`src/core/frtfc_params.svh`:
```
/*
  register offsets, field positions, reset values and timing counts of the free-running timer block.
  assumes a 32-bit apb with byte addresses, one aligned word per register.
*/
`ifndef FRTFC_PARAMS_SVH
`define FRTFC_PARAMS_SVH

// ----------------------------------------------------------------
// register byte offsets
// ----------------------------------------------------------------
`define FRTFC_OFS_STATUS   12'h000
`define FRTFC_OFS_CTRL     12'h004
`define FRTFC_OFS_COUNTER  12'h008
`define FRTFC_OFS_CMP_A    12'h00C
`define FRTFC_OFS_CMP_B    12'h010
`define FRTFC_OFS_CAP_A    12'h014
`define FRTFC_OFS_CAP_B    12'h018
`define FRTFC_OFS_CAP_C    12'h01C
`define FRTFC_OFS_CAP_D    12'h020
`define FRTFC_OFS_CAPFLAG  12'h024
`define FRTFC_OFS_IRQ_MASK 12'h028

// ----------------------------------------------------------------
// status register fields
// ----------------------------------------------------------------
`define FRTFC_ST_MATCH_A   3
`define FRTFC_ST_MATCH_B   2
`define FRTFC_ST_WRAP      1
`define FRTFC_ST_CLR_A     0

// ----------------------------------------------------------------
// control register fields
// ----------------------------------------------------------------
`define FRTFC_CT_EDGE_A    7
`define FRTFC_CT_EDGE_B    6
`define FRTFC_CT_EDGE_C    5
`define FRTFC_CT_EDGE_D    4
`define FRTFC_CT_BUF_A     3
`define FRTFC_CT_BUF_B     2
`define FRTFC_CT_CKS_HI    1
`define FRTFC_CT_CKS_LO    0

// ----------------------------------------------------------------
// reset values and prescaler
// ----------------------------------------------------------------
`define FRTFC_RST_STATUS   8'h00
`define FRTFC_RST_CTRL     8'h00
`define FRTFC_RST_CMP      16'hFFFF
`define FRTFC_COUNT_MAX    16'hFFFF
`define FRTFC_DIV2_MASK    5'h01
`define FRTFC_DIV8_MASK    5'h07
`define FRTFC_DIV32_MASK   5'h1F

`endif

```
`src/core/frtfc_pkg.sv`:
```
/*
  types shared by the free-running timer block.
  assumes frtfc_params.svh supplies the numbers.
*/
package frtfc_pkg;

  typedef enum logic [1:0] {
    FRTFC_CLK_DIV2  = 2'h0,
    FRTFC_CLK_DIV8  = 2'h1,
    FRTFC_CLK_DIV32 = 2'h2,
    FRTFC_CLK_EXT   = 2'h3
  } frtfc_clk_sel_t;

  typedef struct packed {
    logic [3:0]     edge_rise;
    logic           buf_a;
    logic           buf_b;
    frtfc_clk_sel_t clk_sel;
  } frtfc_ctrl_t;

  typedef struct packed {
    logic [15:0] cap_a;
    logic [15:0] cap_b;
    logic [15:0] cap_c;
    logic [15:0] cap_d;
  } frtfc_caps_t;

  // clear handshake: none armed, or armed by a read that saw the flag at one
  typedef enum logic [1:0] {
    FRTFC_ARM_IDLE = 2'b01,
    FRTFC_ARM_SET  = 2'b10
  } frtfc_arm_t;

endpackage : frtfc_pkg

```
`src/core/frtfc_timer.sv`:
```
/*
  free-running 16-bit timer with compare flags, overflow flag, capture control and apb slave.
  assumes an apb master on pclk; capture and count pins are synchronous to pclk.
*/
// Chosen here: the APB interface to the registers and the placing of the registers.
//
// Contract
// - match flag a sets when counter equals compare value a.
// - match flag b sets when counter equals compare value b.
// - wrap flag sets when counter goes from ffff to zero; the code does not set it when clear-on-match-a zeroes the counter at ffff.
// - match flag a clears only after a read seeing one, then write zero.
// - match flag b clears only after a read seeing one, then write zero.
// - wrap flag clears only after a read seeing one, then write zero.
// - writing one to a status flag does nothing.
// - clear-on-match-a bit set zeroes the counter on match a.
// - per-channel edge select: zero falling, one rising.
// - buffer enable a makes capture c the buffer of capture a.
// - buffer enable b makes capture d the buffer of capture b.
// - clock select picks div2, div8, div32 or external pin rising edges.
// - edge, buffer and clock select bits reset to zero.
// - with buffer a, a c edge sets flag c without loading capture c.
`timescale 1ns/100ps
`default_nettype none
`include "frtfc_params.svh"

module frtfc_timer
(
  input  wire logic        pclk,
  input  wire logic        presetn,
  input  wire logic        psel,
  input  wire logic        penable,
  input  wire logic        pwrite,
  input  wire logic [11:0] paddr,
  input  wire logic [31:0] pwdata,
  output logic [31:0]      prdata,
  output logic             pready,
  output logic             pslverr,
  input  wire logic        capture_pin_a,
  input  wire logic        capture_pin_b,
  input  wire logic        capture_pin_c,
  input  wire logic        capture_pin_d,
  input  wire logic        external_count_pin,
  output logic             irq
);

  // ----------------------------------------------------------------
  // declarations
  // ----------------------------------------------------------------
  frtfc_pkg::frtfc_ctrl_t ctrl_reg;
  frtfc_pkg::frtfc_caps_t caps;
  frtfc_pkg::frtfc_arm_t  arm_a_reg;
  frtfc_pkg::frtfc_arm_t  arm_b_reg;
  frtfc_pkg::frtfc_arm_t  arm_w_reg;
  logic [15:0] free_running_counter;
  logic [15:0] compare_value_a;
  logic [15:0] compare_value_b;
  logic        match_flag_a;
  logic        match_flag_b;
  logic        counter_wrap_flag;
  logic        clear_on_match_a;
  logic [3:0]  capture_flags;
  logic [3:0]  capture_events;
  logic [6:0]  irq_mask_reg;
  logic [4:0]  prescale_reg;
  logic        ext_prev_reg;
  logic        tick;
  logic        hit_a;
  logic        hit_b;
  logic        wrap;
  logic        wr_en;
  logic        rd_en;
  logic        addr_ok;
  logic [31:0] rdata_next;
  logic [7:0]  status_view;

  function automatic logic sel(input logic [11:0] a, input logic [11:0] ofs);
    sel = (a == ofs);
  endfunction : sel

  // a clear takes effect only if the preceding read saw the flag set
  function automatic frtfc_pkg::frtfc_arm_t arm_next(input frtfc_pkg::frtfc_arm_t cur, input logic rd,
                                                     input logic wr, input logic flag);
    arm_next = cur;
    if (rd)
      arm_next = flag ? frtfc_pkg::FRTFC_ARM_SET : frtfc_pkg::FRTFC_ARM_IDLE;
    else if (wr)
      arm_next = frtfc_pkg::FRTFC_ARM_IDLE;
  endfunction : arm_next

  function automatic logic clr_ok(input frtfc_pkg::frtfc_arm_t cur, input logic wr, input logic bitval);
    case (cur)
      frtfc_pkg::FRTFC_ARM_SET:  clr_ok = wr && !bitval;
      frtfc_pkg::FRTFC_ARM_IDLE: clr_ok = 1'b0;
      default:                   clr_ok = 1'b0;
    endcase
  endfunction : clr_ok

  // ----------------------------------------------------------------
  // apb access
  // ----------------------------------------------------------------
  assign pready  = 1'b1;
  assign addr_ok = sel(paddr, `FRTFC_OFS_STATUS) || sel(paddr, `FRTFC_OFS_CTRL) ||
                   sel(paddr, `FRTFC_OFS_COUNTER) || sel(paddr, `FRTFC_OFS_CMP_A) ||
                   sel(paddr, `FRTFC_OFS_CMP_B) || sel(paddr, `FRTFC_OFS_CAP_A) ||
                   sel(paddr, `FRTFC_OFS_CAP_B) || sel(paddr, `FRTFC_OFS_CAP_C) ||
                   sel(paddr, `FRTFC_OFS_CAP_D) || sel(paddr, `FRTFC_OFS_CAPFLAG) ||
                   sel(paddr, `FRTFC_OFS_IRQ_MASK);
  assign pslverr = psel && penable && !addr_ok;
  assign wr_en   = psel && penable && pwrite && addr_ok;
  assign rd_en   = psel && penable && !pwrite && addr_ok;

  assign status_view = {4'h0, match_flag_a, match_flag_b, counter_wrap_flag, clear_on_match_a};

  always_comb
  begin
    rdata_next = 32'h0000_0000;
    if (sel(paddr, `FRTFC_OFS_STATUS))
      rdata_next = {24'h00_0000, status_view};
    else if (sel(paddr, `FRTFC_OFS_CTRL))
      rdata_next = {24'h00_0000, ctrl_reg};
    else if (sel(paddr, `FRTFC_OFS_COUNTER))
      rdata_next = {16'h0000, free_running_counter};
    else if (sel(paddr, `FRTFC_OFS_CMP_A))
      rdata_next = {16'h0000, compare_value_a};
    else if (sel(paddr, `FRTFC_OFS_CMP_B))
      rdata_next = {16'h0000, compare_value_b};
    else if (sel(paddr, `FRTFC_OFS_CAP_A))
      rdata_next = {16'h0000, caps.cap_a};
    else if (sel(paddr, `FRTFC_OFS_CAP_B))
      rdata_next = {16'h0000, caps.cap_b};
    else if (sel(paddr, `FRTFC_OFS_CAP_C))
      rdata_next = {16'h0000, caps.cap_c};
    else if (sel(paddr, `FRTFC_OFS_CAP_D))
      rdata_next = {16'h0000, caps.cap_d};
    else if (sel(paddr, `FRTFC_OFS_CAPFLAG))
      rdata_next = {28'h000_0000, capture_flags};
    else if (sel(paddr, `FRTFC_OFS_IRQ_MASK))
      rdata_next = {25'h000_0000, irq_mask_reg};
  end

  // read data is combinational so a zero-wait read returns the current flags
  assign prdata = rd_en ? rdata_next : 32'h0000_0000;

  // ----------------------------------------------------------------
  // control and compare registers
  // ----------------------------------------------------------------
  always_ff @(posedge pclk or negedge presetn)
  begin
    if (!presetn)
      ctrl_reg <= `FRTFC_RST_CTRL;
    else if (wr_en && sel(paddr, `FRTFC_OFS_CTRL))
      ctrl_reg <= pwdata[7:0];
  end

  always_ff @(posedge pclk or negedge presetn)
  begin
    if (!presetn)
      clear_on_match_a <= 1'b0;
    else if (wr_en && sel(paddr, `FRTFC_OFS_STATUS))
      clear_on_match_a <= pwdata[`FRTFC_ST_CLR_A];
  end

  always_ff @(posedge pclk or negedge presetn)
  begin
    if (!presetn)
    begin
      compare_value_a <= `FRTFC_RST_CMP;
      compare_value_b <= `FRTFC_RST_CMP;
      irq_mask_reg    <= 7'h00;
    end
    else
    begin
      if (wr_en && sel(paddr, `FRTFC_OFS_CMP_A))
        compare_value_a <= pwdata[15:0];
      if (wr_en && sel(paddr, `FRTFC_OFS_CMP_B))
        compare_value_b <= pwdata[15:0];
      if (wr_en && sel(paddr, `FRTFC_OFS_IRQ_MASK))
        irq_mask_reg <= pwdata[6:0];
    end
  end

  // ----------------------------------------------------------------
  // clock source and counter
  // ----------------------------------------------------------------
  always_ff @(posedge pclk or negedge presetn)
  begin
    if (!presetn)
    begin
      prescale_reg <= 5'h00;
      ext_prev_reg <= 1'b0;
    end
    else
    begin
      prescale_reg <= prescale_reg + 5'h01;
      ext_prev_reg <= external_count_pin;
    end
  end

  always_comb
  begin
    case (ctrl_reg.clk_sel)
      frtfc_pkg::FRTFC_CLK_DIV2:  tick = (prescale_reg & `FRTFC_DIV2_MASK) == `FRTFC_DIV2_MASK;
      frtfc_pkg::FRTFC_CLK_DIV8:  tick = (prescale_reg & `FRTFC_DIV8_MASK) == `FRTFC_DIV8_MASK;
      frtfc_pkg::FRTFC_CLK_DIV32: tick = (prescale_reg & `FRTFC_DIV32_MASK) == `FRTFC_DIV32_MASK;
      frtfc_pkg::FRTFC_CLK_EXT:   tick = external_count_pin && !ext_prev_reg;
      default:                    tick = 1'b0;
    endcase
  end

  assign hit_a = (free_running_counter == compare_value_a);
  assign hit_b = (free_running_counter == compare_value_b);
  assign wrap  = tick && (free_running_counter == `FRTFC_COUNT_MAX) && !(clear_on_match_a && hit_a);

  // software writes to the counter; a write loses to neither tick nor match, it simply wins
  always_ff @(posedge pclk or negedge presetn)
  begin
    if (!presetn)
      free_running_counter <= 16'h0000;
    else if (wr_en && sel(paddr, `FRTFC_OFS_COUNTER))
      free_running_counter <= pwdata[15:0];
    else if (tick && clear_on_match_a && hit_a)
      free_running_counter <= 16'h0000;
    else if (tick)
      free_running_counter <= free_running_counter + 16'h0001;
  end

  // ----------------------------------------------------------------
  // status flags and clear handshake
  // ----------------------------------------------------------------
  logic rd_st;
  logic wr_st;
  assign rd_st = rd_en && sel(paddr, `FRTFC_OFS_STATUS);
  assign wr_st = wr_en && sel(paddr, `FRTFC_OFS_STATUS);

  always_ff @(posedge pclk or negedge presetn)
  begin
    if (!presetn)
    begin
      arm_a_reg <= frtfc_pkg::FRTFC_ARM_IDLE;
      arm_b_reg <= frtfc_pkg::FRTFC_ARM_IDLE;
      arm_w_reg <= frtfc_pkg::FRTFC_ARM_IDLE;
    end
    else
    begin
      arm_a_reg <= arm_next(arm_a_reg, rd_st, wr_st, match_flag_a);
      arm_b_reg <= arm_next(arm_b_reg, rd_st, wr_st, match_flag_b);
      arm_w_reg <= arm_next(arm_w_reg, rd_st, wr_st, counter_wrap_flag);
    end
  end

  // a set in the same cycle as a clear wins; writing one never sets
  always_ff @(posedge pclk or negedge presetn)
  begin
    if (!presetn)
    begin
      match_flag_a      <= 1'b0;
      match_flag_b      <= 1'b0;
      counter_wrap_flag <= 1'b0;
    end
    else
    begin
      if (hit_a)
        match_flag_a <= 1'b1;
      else if (clr_ok(arm_a_reg, wr_st, pwdata[`FRTFC_ST_MATCH_A]))
        match_flag_a <= 1'b0;
      if (hit_b)
        match_flag_b <= 1'b1;
      else if (clr_ok(arm_b_reg, wr_st, pwdata[`FRTFC_ST_MATCH_B]))
        match_flag_b <= 1'b0;
      if (wrap)
        counter_wrap_flag <= 1'b1;
      else if (clr_ok(arm_w_reg, wr_st, pwdata[`FRTFC_ST_WRAP]))
        counter_wrap_flag <= 1'b0;
    end
  end

  // capture flags: write one to clear, set wins
  always_ff @(posedge pclk or negedge presetn)
  begin
    if (!presetn)
      capture_flags <= 4'h0;
    else if (wr_en && sel(paddr, `FRTFC_OFS_CAPFLAG))
      capture_flags <= capture_events | (capture_flags & ~pwdata[3:0]);
    else
      capture_flags <= capture_flags | capture_events;
  end

  // ----------------------------------------------------------------
  // capture channels and interrupt
  // ----------------------------------------------------------------
  frtfc_capture u_capture
  (
    .pclk                 (pclk),
    .presetn              (presetn),
    .capture_pins         ({capture_pin_a, capture_pin_b, capture_pin_c, capture_pin_d}),
    .free_running_counter (free_running_counter),
    .ctrl                 (ctrl_reg),
    .caps                 (caps),
    .capture_events       (capture_events)
  );

  assign irq = |({match_flag_a, match_flag_b, counter_wrap_flag, capture_flags} & irq_mask_reg);

endmodule : frtfc_timer
`default_nettype wire

```
`src/core/frtfc_capture.sv`:
```
/*
  four capture channels: edge detection on the pins and the capture registers with buffer pairing.
  assumes capture pins are synchronous to pclk and the counter value is supplied by the timer.
*/
`timescale 1ns/100ps
`default_nettype none
`include "frtfc_params.svh"

module frtfc_capture
(
  input  wire logic               pclk,
  input  wire logic               presetn,
  input  wire logic [3:0]         capture_pins,
  input  wire logic [15:0]        free_running_counter,
  input  var  frtfc_pkg::frtfc_ctrl_t ctrl,
  output var  frtfc_pkg::frtfc_caps_t caps,
  output logic [3:0]              capture_events
);

  logic [3:0] pin_prev_reg;
  logic [3:0] edge_hit;

  always_ff @(posedge pclk or negedge presetn)
  begin
    if (!presetn)
      pin_prev_reg <= 4'h0;
    else
      pin_prev_reg <= capture_pins;
  end

  // bit 3 is channel a, bit 0 is channel d, in control-register order
  always_comb
  begin
    for (int i = 0; i < 4; i++)
      edge_hit[i] = ctrl.edge_rise[i] ? (capture_pins[i] & ~pin_prev_reg[i])
                                      : (~capture_pins[i] & pin_prev_reg[i]);
  end

  assign capture_events = edge_hit;

  always_ff @(posedge pclk or negedge presetn)
  begin
    if (!presetn)
      caps <= '0;
    else
    begin
      // buffer mode: old a moves into c as a takes the new count
      if (edge_hit[3])
      begin
        caps.cap_a <= free_running_counter;
        if (ctrl.buf_a)
          caps.cap_c <= caps.cap_a;
      end
      if (edge_hit[2])
      begin
        caps.cap_b <= free_running_counter;
        if (ctrl.buf_b)
          caps.cap_d <= caps.cap_b;
      end
      // with buffering on, a c or d edge only raises its flag
      if (edge_hit[1] && !ctrl.buf_a)
        caps.cap_c <= free_running_counter;
      if (edge_hit[0] && !ctrl.buf_b)
        caps.cap_d <= free_running_counter;
    end
  end

endmodule : frtfc_capture
`default_nettype wire

```
`config.mk`:
```
export PLATFORM = sky130hd
export DESIGN_NAME = frtfc_timer
export DESIGN_NICKNAME = d
export VERILOG_FILES = /design/src/core/frtfc_pkg.sv /design/src/core/frtfc_timer.sv /design/src/core/frtfc_capture.sv
export VERILOG_INCLUDE_DIRS = /design/src /design/src/core
export SDC_FILE = /design/constraint.sdc
export NUM_CORES = 1
export LEC_CHECK = 0
export BUFFER_PORTS_ARGS = -buffer_cell sky130_fd_sc_hd__buf_2
export CAP_MARGIN = 20
export CORE_ASPECT_RATIO = 1.75
export CORE_UTILIZATION = 40
export DETAILED_ROUTE_END_ITERATION = 8
export GPL_TIMING_DRIVEN = 0
export HOLD_SLACK_MARGIN = 0.1
export PLACE_DENSITY_LB_ADDON = 0.08
export SLEW_MARGIN = 25
export SYNTH_ARGS = -nofsm -noshare
export SYNTH_HDL_FRONTEND = slang
export SYNTH_SLANG_ARGS = --single-unit
```
`constraint.sdc`:
```
create_clock -name pclk -period 2.4 [get_ports pclk]
set_clock_uncertainty 0.1 [all_clocks]
set_input_delay 0.24 -clock pclk [delete_from_list [all_inputs] [get_ports pclk]]
set_output_delay 0.24 -clock pclk [all_outputs]
set_load 0.02 [all_outputs]
```
**Word-level counts from Yosys, hierarchy flattened**

Index checks and enable logic that the tools add are counted.

- Flip-flop bits (word level): 151
- Bits in latches: 0
- Word-level logic and storage cells: 171
- Bits in read-only memories: 0
- Output and inout bits: 35
- Memory bits (writable): 0
- Memories: 0
- Bits of input ports: 54

- Reduce and logical (&&, ||, !) cells: 58
- $mul: 0
- Muxes and demuxes: 46
- $add $sub $neg: 2
- Div/mod/pow operators: 0
- Equality and inequality tests: 21
- Shifts and indexed selects: 0
- Magnitude comparators: 0
- Bitwise gates (word level): 21

Operators by type and width:

| cell | count |
|---|---|
| 2-to-1 mux 16 bit | 18 |
| == test 12 x 5 -> 1 bit (second input constant) | 4 |
| == test 12 x 6 -> 1 bit (second input constant) | 3 |
| == test 16 bit | 2 |
| 2-to-1 mux 32 bit | 1 |
| logical AND 1 bit | 25 |
| == test 12 x 4 -> 1 bit (second input constant) | 2 |
| adder 16 x 1 -> 16 bit (second input constant) | 1 |
| == test 16 bit (second input constant) | 1 |
| 2-to-1 mux 1 bit | 16 |
| nonzero test 2 bit | 8 |
| 2-to-1 mux 2 bit | 7 |
| 2-to-1 mux 7 bit | 2 |
| == test 12 x 3 -> 1 bit (second input constant) | 1 |
| zero test 12 bit | 1 |
| == test 2 bit (second input constant) | 5 |
| logical OR 1 bit | 10 |
| zero test 1 bit | 9 |
| AND 1 bit | 8 |
| NOT 1 bit | 8 |
| bitwise OR 4 bit | 2 |
| AND 7 bit | 1 |
| OR reduction 7 bit | 1 |
| adder 5 x 1 -> 5 bit (second input constant) | 1 |
| 10 further kinds | 11 |

**Logic depth before layout (Yosys ltp)**

Gate-level depths: netlist (run 1).

- Depth after elaboration: 18
- Mapped depth: 9
- Depth with buffers taken out: 8

**Hierarchy**

A second synthesis (run 1) with hierarchy kept.

- Cells, all modules: 982
- Area, all modules: 9684.3 um^2

By module, submodules not included:

| module | seq. area each (um^2) | area each (um^2) | times used | cells each |
|---|---|---|---|---|
| frtfc_timer | 2120.8 | 5879.4 | 1 | 629 |
| frtfc_capture | 1701.6 | 3804.9 | 1 | 353 |

**Worst setup path before layout (run 1)**

No wires, ideal clock.

- Path type: input to output
- Start: input port paddr[9]
- End: output port prdata[7]
- Path buffers: 0
- Stages on the path: 5
- Required time: 2.060 ns
- Setup slack: -0.646 ns
- Arrival time: 2.706 ns
- Cells stage by stage: or4_4 a2111oi_4 nor3b_1 nand2_1 a2111oi_0

- Word-level cells in the longest chain between the ends: 13
- Elaborated cells on any way between the ends: 32
- Those cells by class: eq/ne (10); mux (10); reduce/logical (12)

Ends and longest elaborated chain:

| element | RTL line | text |
|---|---|---|
| from (decl) | frtfc_timer.sv:33 | `input wire logic [11:0] paddr,` |
| parallel branches: the longest is 12 deep, another holds 2-to-1 mux 16 bit | -- |  |
| 2-to-1 mux 32 bit (*) | frtfc_timer.sv:142 | `assign prdata = rd_en ? rdata_next : 32'h0000_0000;` |
| to (decl) | frtfc_timer.sv:35 | `output logic [31:0] prdata,` |

Mark *: on every way between the ends.

**Worst setup path in the final report (run 1)**

- Start: input port paddr[10]
- End: output port prdata[4]

- Word-level cells in the longest chain between the ends: 13
- Elaborated cells on any way between the ends: 34
- Those cells by class: eq/ne (10); mux (12); reduce/logical (12)

Ends and longest elaborated chain:

| element | RTL line | text |
|---|---|---|
| == test 12 x 6 -> 1 bit, or another cell as far along | frtfc_timer.sv:77 | `sel = (a == ofs);` |
| 2-to-1 mux 7 bit / logical OR 1 bit (equally long branches) | frtfc_timer.sv:137, frtfc_timer.sv:102 |  |
| 2-to-1 mux 7 bit / logical OR 1 bit (equally long branches) | frtfc_timer.sv:135, frtfc_timer.sv:102 |  |
| 2-to-1 mux 16 bit / logical OR 1 bit (equally long branches) | frtfc_timer.sv:133, frtfc_timer.sv:102 |  |
| 2-to-1 mux 16 bit / logical OR 1 bit (equally long branches) | frtfc_timer.sv:131, frtfc_timer.sv:102 |  |
| 2-to-1 mux 16 bit / logical OR 1 bit (equally long branches) | frtfc_timer.sv:129, frtfc_timer.sv:102 |  |
| 2-to-1 mux 16 bit / logical OR 1 bit (equally long branches) | frtfc_timer.sv:127, frtfc_timer.sv:102 |  |
| 2-to-1 mux 16 bit / logical OR 1 bit (equally long branches) | frtfc_timer.sv:125, frtfc_timer.sv:102 |  |
| 2-to-1 mux 16 bit / logical OR 1 bit (equally long branches) | frtfc_timer.sv:123, frtfc_timer.sv:102 |  |
| 2-to-1 mux 16 bit / logical OR 1 bit (equally long branches) | frtfc_timer.sv:121, frtfc_timer.sv:102 |  |
| 2-to-1 mux 16 bit / logical OR 1 bit (equally long branches) | frtfc_timer.sv:119, frtfc_timer.sv:102 |  |
| 2-to-1 mux 16 bit / logical AND 1 bit (equally long branches) | frtfc_timer.sv:117, frtfc_timer.sv:110 |  |
| 2-to-1 mux 32 bit (*) | frtfc_timer.sv:142 |  |

Mark *: on every way between the ends. The rest lies on a longest branch, timed or not.

==> results of run 1 <==
[cell usage after synthesis (5+ instances only)]
| cell type | n |
|---|---|
| mux4_2 | 7 |
| a211oi_1 | 13 |
| a22oi_1 | 9 |
| inv_1 | 16 |
| or3_1 | 5 |
| nor4_1 | 11 |
| mux2_2 | 67 |
| dfstp_2 | 35 |
| nor2_1 | 37 |
| a21oi_1 | 43 |
| xor2_1 | 40 |
| dfrtp_1 | 116 |
| nor2b_1 | 7 |
| and3_1 | 7 |
| o21ai_0 | 54 |
| nor3_1 | 8 |
| nor3b_1 | 6 |
| clkbuf_1 | 38 |
| buf_2 | 6 |
| nand2_1 | 126 |
| buf_1 | 7 |
| o211ai_1 | 8 |
| a21o_1 | 5 |
| o221ai_1 | 7 |
| nand3_1 | 12 |
| mux2i_1 | 43 |
| nand4_1 | 9 |
| o31ai_1 | 13 |
| buf_4 | 17 |
[area by class of cell]
class	instances	area, sq um
fillers	1902	9420
flip-flops and latches	151	3820
plain buffers	61	419
clock buffers	24	492
multi-input cells	610	4820
clock inverters	8	97.6
well taps	248	310
inverters	17	81.3
repair buffers	113	912
[path summary, 6_finish.rpt]
path	from	to	slack, ps	cells past startpoint
worst max-delay path	paddr[10]	prdata[4]	-230	10
worst min-delay path	presetn	u_capture.caps[41]$_DFFE_PN0P_	250	2
worst max register to register	prescale_reg[0]$_DFF_PN0_	free_running_counter[6]$_DFFE_PN0P_	20	9
worst min register to register	u_capture.caps[4]$_DFFE_PN0P_	u_capture.caps[4]$_DFFE_PN0P_	370	2
max in group asynchronous	presetn	arm_a_reg[0]$_DFFE_PN1P_	1110	3
min in group pclk	pwrite	arm_b_reg[1]$_DFFE_PN0P_	340	4
[where the power goes]
group	internal, mW	leakage (nW)	switching, mW
logic	0.264	2.64	0.435
clock network	1.64	0.282	1.08
registers	2.65	1.83	0.0910
total	4.55	4.75	1.61
[logic make-up (layout without fill, tap and decap cells)]
kind of cell	Yosys count	in the layout	share of synthesized area, %
flops	151	151	45.8
compound gates	180	180	13.8
simple gates	249	249	14.2
other cells	2	17	0.0899
xor+xnor	43	43	4.51
buf+inv	87	223	4.94
mux	117	117	16.1
fa+ha+maj	4	4	0.599
[per-layer routing]
layer  up-vias  part of all wire, %
met2       231                   52
met5         -                    0
met3        95                  3.6
met1      3499                   38
met4         0                  6.0
li1       3226                    -
[cell usage in the layout, fill, tap and decap left out, types with 5 or more instances in the layout]
cell type and count:
nand2_1 120, dfrtp_1 114, mux2_2 67, buf_4 54, o21ai_0 49, buf_2 45
mux2i_1 43, xor2_1 40, a21oi_1 39, dfstp_2 35, nor2_1 30, dlygate4sd3_1 22
clkbuf_16 19, conb_1 17, clkbuf_2 15, buf_6 15, inv_1 14, clkbuf_1 13
nand3_1 9, a22oi_1 9, nand4_1 9, o211ai_1 8, nor2b_1 7, mux4_2 7
o31ai_1 7, nor4_1 7, and3_1 6, a211oi_2 6, a21o_1 5, nand2_2 5
o221ai_2 5, buf_8 5
[repair_timing]
action                                  4_1_cts  5_1_grt
endpoints found under the setup margin      113       79
pin swaps                                    13       13
resized for setup                           120       60
gates cloned                                  2        0
hold endpoints to repair                    124        0
hold buffers                                 22        0
setup buffers                                19       14
==> flow_metrics.env, run 1 <==
export IMPL_status="complete, but fails checks"
export IMPL_violations="DRC, setup timing"
export IMPL_core_area_sq_um=20400
export IMPL_maxSlewHeadroom_pct=50.5
export IMPL_placed_cells=1152
export IMPL_synthFlopType="dfrtp_1"
export IMPL_postLayoutSetupSlackWorst_ps=-226
export IMPL_placed_area_sq_um=9190
export IMPL_drc_errors=20
export IMPL_final_area_sq_um=11000
export IMPL_synth_edf_count=0
export IMPL_crit_required_ps=2060
export IMPL_seq_area_frac_synth_pct=45.8
export IMPL_layout_drive_gt1_share_pct=37.5
export IMPL_grt_remaining_overflow=0
export IMPL_clock_fmax_mhz=381
export IMPL_finalPower_mw=6.15
export IMPL_drtIter0Drc=325
export IMPL_tns_ps=-2210
export IMPL_htree_levels=4
export IMPL_drt_pass1_iterations=7
export IMPL_portBuffers=55
export IMPL_ir_drop_mv=0.359
export IMPL_fin_cells=1232
export IMPL_hold_class="input port to asynchronous set/reset pin"
export IMPL_min_period_ps=2630
export IMPL_clockBufferDepth=2
export IMPL_synth_seq_cells=151
export IMPL_vias_per_cell=5.72
export IMPL_clock_latency_ps=440
export IMPL_fin_hold_ws_ps=246
export IMPL_grt_use_met3_pct=4.25
export IMPL_crit_chain="buf_8 > or4_4 > a2111oi_4 > nor3b_4 > buf_6 > o21ai_4 > clkbuf_16 > a21oi_4 > o2bb2ai_4 > buf_6"
export IMPL_worstMarginPinSlew_ps=743
export IMPL_cts_tree="yes"
export IMPL_cap_violations=0
export IMPL_rows=69
export IMPL_clock_sinks=151
export IMPL_top_register="u_capture.caps"
export IMPL_synth_cell_type_count=62
export IMPL_power_density_nw_per_um2=562
export IMPL_critPathKind="input port to output pin"
export IMPL_syn_inst=833
export IMPL_syn_area_per_cell_sq_um=10.0
export IMPL_grt_first_pass_wirelength_mm=44.6
export IMPL_setup_viol=16
export IMPL_crit_top_cell="buf_6"
export IMPL_critPathBufInv=4
export IMPL_yosys_warnings=0
export IMPL_use_met1_pct=31.5
export IMPL_grt_pass1_vias=7462
export IMPL_die_area_sq_um=21500
export IMPL_antenna_found_initial=0
export IMPL_grt_busiest_layer="met2"
export IMPL_die_w_microns=111
export IMPL_slew_viol_final=0
export IMPL_final_nets=1029
export IMPL_cts_buffers=17
export IMPL_grt_start_max_net_pins=80
export IMPL_pre_cts_ws_ps=-910
export IMPL_wl_mm=29.3
export IMPL_hpwl_mm=21.4
export IMPL_fin_crit_sh_pct=109
export IMPL_gp_congestion=0.916
export IMPL_initial_core_util_pct=41.0
export IMPL_slowest_stage="or4_4"
export IMPL_cts_root_buffer="clkbuf_16"
export IMPL_io_pins=89
export IMPL_grt_usage_pct=28.6
export IMPL_cp_max_fo=5
export IMPL_hold_viol_final=0
export IMPL_async_reset_ff_share_pct=100
export IMPL_avgRoutedWirePerCell_microns=23.8
export IMPL_leakagePower_nw=4.75
export IMPL_synth_top_cell_by_area="dfrtp_1"
export IMPL_diodes=0
export IMPL_synth_top_cell_area_share_pct=34.8
export IMPL_met2_usage_pct=51.7
export IMPL_crit_path_start_kind="input port"
export IMPL_cpPeakStageDelay_ps=560
export IMPL_cp_end_kind="output pin"
export IMPL_cp_arrival_ps=2290
export IMPL_synth_area_top_cells="dfrtp_1 35%, dfstp_2 11%, mux2_2 9.0%"
export IMPL_clk_pin_slew_ps=60
export IMPL_largest_register_ffs=64
export IMPL_die_y_microns=193
export IMPL_mappedNetlistArea_sq_um=8350
export IMPL_grt_setup_unrepaired="yes"
export IMPL_syn2layout_area_growth_pct=31.2
export IMPL_cp_top_family="simple AND/OR/NAND/NOR gates"
export IMPL_utilization_pct=53.8
export IMPL_antenna_left=0
export IMPL_vias=7051
No activity file was read; power rests on OpenSTA's default activity.
==> inputs of run 2 (changes only) <==
==> constraint.sdc (replaced) <==
create_clock -name pclk -period 2.4 [get_ports pclk]
set_clock_uncertainty 0.1 [all_clocks]
set_input_delay 0.24 -clock pclk [delete_from_list [all_inputs] [get_ports pclk]]
set_output_delay 0.24 -clock pclk [all_outputs]
set_load 0.05 [all_outputs]
==> flow_metrics.env, run 2 (same netlist as run 1, synthesis figures left out) <==
export IMPL_status="complete, but fails checks"
export IMPL_violations="DRC, setup timing"
export IMPL_cp_arrival_ps=2260
export IMPL_setup_viol=16
export IMPL_syn2layout_area_growth_pct=30.5
export IMPL_vias_per_cell=5.77
export IMPL_largest_register_ffs=64
export IMPL_fin_crit_sh_pct=108
export IMPL_vias=7066
export IMPL_dr_wl_met2_mm=14.9
export IMPL_drc_errors=14
export IMPL_gp_congestion=0.924
export IMPL_cts_buffers=17
export IMPL_highest_layer="met4"
export IMPL_htree_levels=4
export IMPL_critPathBufInv=3
export IMPL_grt_setup_unrepaired="yes"
export IMPL_tns_ps=-2730
export IMPL_crit_required_ps=2060
export IMPL_hold_viol_final=0
export IMPL_final_cell_mix="121 x nand2_1, 112 x dfrtp_1, 67 x mux2_2, 48 x o21ai_0, 45 x buf_4"
export IMPL_clock_sinks=151
export IMPL_grt_remaining_overflow=0
export IMPL_cap_violations=0
export IMPL_rows=69
export IMPL_layout_drive_gt1_share_pct=37.9
export IMPL_io_pins=89
export IMPL_postLayoutSetupSlackWorst_ps=-201
export IMPL_cpPeakStageDelay_ps=560
export IMPL_clock_fmax_mhz=384
export IMPL_crit_chain="buf_8 > or4_4 > a2111oi_4 > nor3b_4 > buf_4 > nand2_8 > a2111oi_4 > buf_6"
export IMPL_pre_cts_ws_ps=-899
export IMPL_cts_root_buffer="clkbuf_16"
export IMPL_hold_class="input port to asynchronous set/reset pin"
export IMPL_die_w_microns=111
export IMPL_power_density_nw_per_um2=563
export IMPL_clockBufferDepth=2
export IMPL_critPathKind="input port to output pin"
export IMPL_slew_viol_final=0
export IMPL_grt_pass1_vias=7402
export IMPL_grt_usage_pct=28.0
export IMPL_final_area_sq_um=10900
export IMPL_diodes=0
export IMPL_antenna_left=0
export IMPL_drtIter0Drc=429
export IMPL_ir_drop_mv=0.451
export IMPL_utilization_pct=53.5
export IMPL_crit_path_start_kind="input port"
export IMPL_maxSlewHeadroom_pct=52.7
export IMPL_leakagePower_nw=4.71
export IMPL_grt_start_max_net_pins=89
export IMPL_placed_area_sq_um=9260
export IMPL_cp_max_fo=8
export IMPL_wl_met3_mm=1.21
export IMPL_wl_met1_mm=10.8
export IMPL_core_area_sq_um=20400
export IMPL_cts_tree="yes"
export IMPL_antenna_found_initial=0
export IMPL_hpwl_mm=21.2
export IMPL_cp_end_kind="output pin"
export IMPL_initial_core_util_pct=41.0
export IMPL_drt_pass1_iterations=7
export IMPL_grt_first_pass_wirelength_mm=44.1
export IMPL_clk_pin_slew_ps=60
export IMPL_die_y_microns=193
export IMPL_finalPower_mw=6.14
export IMPL_crit_top_cell="a2111oi_4"
export IMPL_portBuffers=55
export IMPL_slowest_stage="or4_4"
export IMPL_fillers=1837
export IMPL_min_period_ps=2600
export IMPL_die_area_sq_um=21500
export IMPL_cp_top_family="simple AND/OR/NAND/NOR gates"
export IMPL_top_register="u_capture.caps"
export IMPL_worstMarginPinSlew_ps=709
export IMPL_avgRoutedWirePerCell_microns=23.5
export IMPL_clock_latency_ps=430
export IMPL_wl_mm=28.8
export IMPL_final_common_cell="nand2_1"
export IMPL_final_nets=1022
-- run 2: layer usage --
layer	vias to the layer above	track usage (%)
met3	85	3.78
li1	3211	-
met2	283	50.2
met5	-	0
met1	3487	31.2
met4	0	18.6
-- run 2: worst paths after layout --
path	start	slack [ps]	end	cells after the start
min in group pclk	pwrite	310	arm_b_reg[0]$_DFFE_PN1P_	4
worst max register to register	prescale_reg[0]$_DFF_PN0_	0	free_running_counter[14]$_DFFE_PN0P_	9
max in group asynchronous	presetn	1060	arm_w_reg[0]$_DFFE_PN1P_	3
worst max-delay path	paddr[10]	-200	prdata[7]	8
worst min-delay path	presetn	310	u_capture.caps[56]$_DFFE_PN0P_	2
worst min register to register	prescale_reg[3]$_DFF_PN0_	370	prescale_reg[3]$_DFF_PN0_	1
-- run 2: area by class of cell --
cell class | count | area (sq um) | area share, %
multi-input cells | 610 | 4830 | 44.3
clock buffers | 23 | 478 | 4.38
plain buffers | 61 | 400 | 3.67
well taps | 248 | 310 | 2.85
flip-flops and latches | 151 | 3830 | 35.1
clock inverters | 9 | 100 | 0.918
repair buffers | 106 | 881 | 8.08
inverters | 17 | 73.8 | 0.677
-- run 2: worst reg2reg max path: cells and delay by family, from the launching register on --
family / cells / cell delay [ps]
simple gates: 5 / 1130
buf+inv: 1 / 140
flops: 1 / 370
fa+ha+maj: 2 / 290
mux: 1 / 280
-- run 2: report_power, final --
group | internal [mW] | switching (mW)
sequential | 2.65 | 0.0940
combinational | 0.260 | 0.468
clock | 1.60 | 1.06
-- run 2: timing repair --
item	4_1_cts	5_1_grt
gates cloned	1	0
pin swaps	12	10
hold buffers	22	0
buffers inserted	20	7
resized for setup	130	44
endpoints found under the setup margin	103	77
hold endpoints to repair	109	0
-- run 2: per-stage QoR --
step / std cells / hold slack, ps
floorplan: 848 / -156
global placement: 1151 / 261
detailed placement: 1152 / 199
CTS: 1218 / 297
global route: 1225 / 331
finish: 1225 / 308
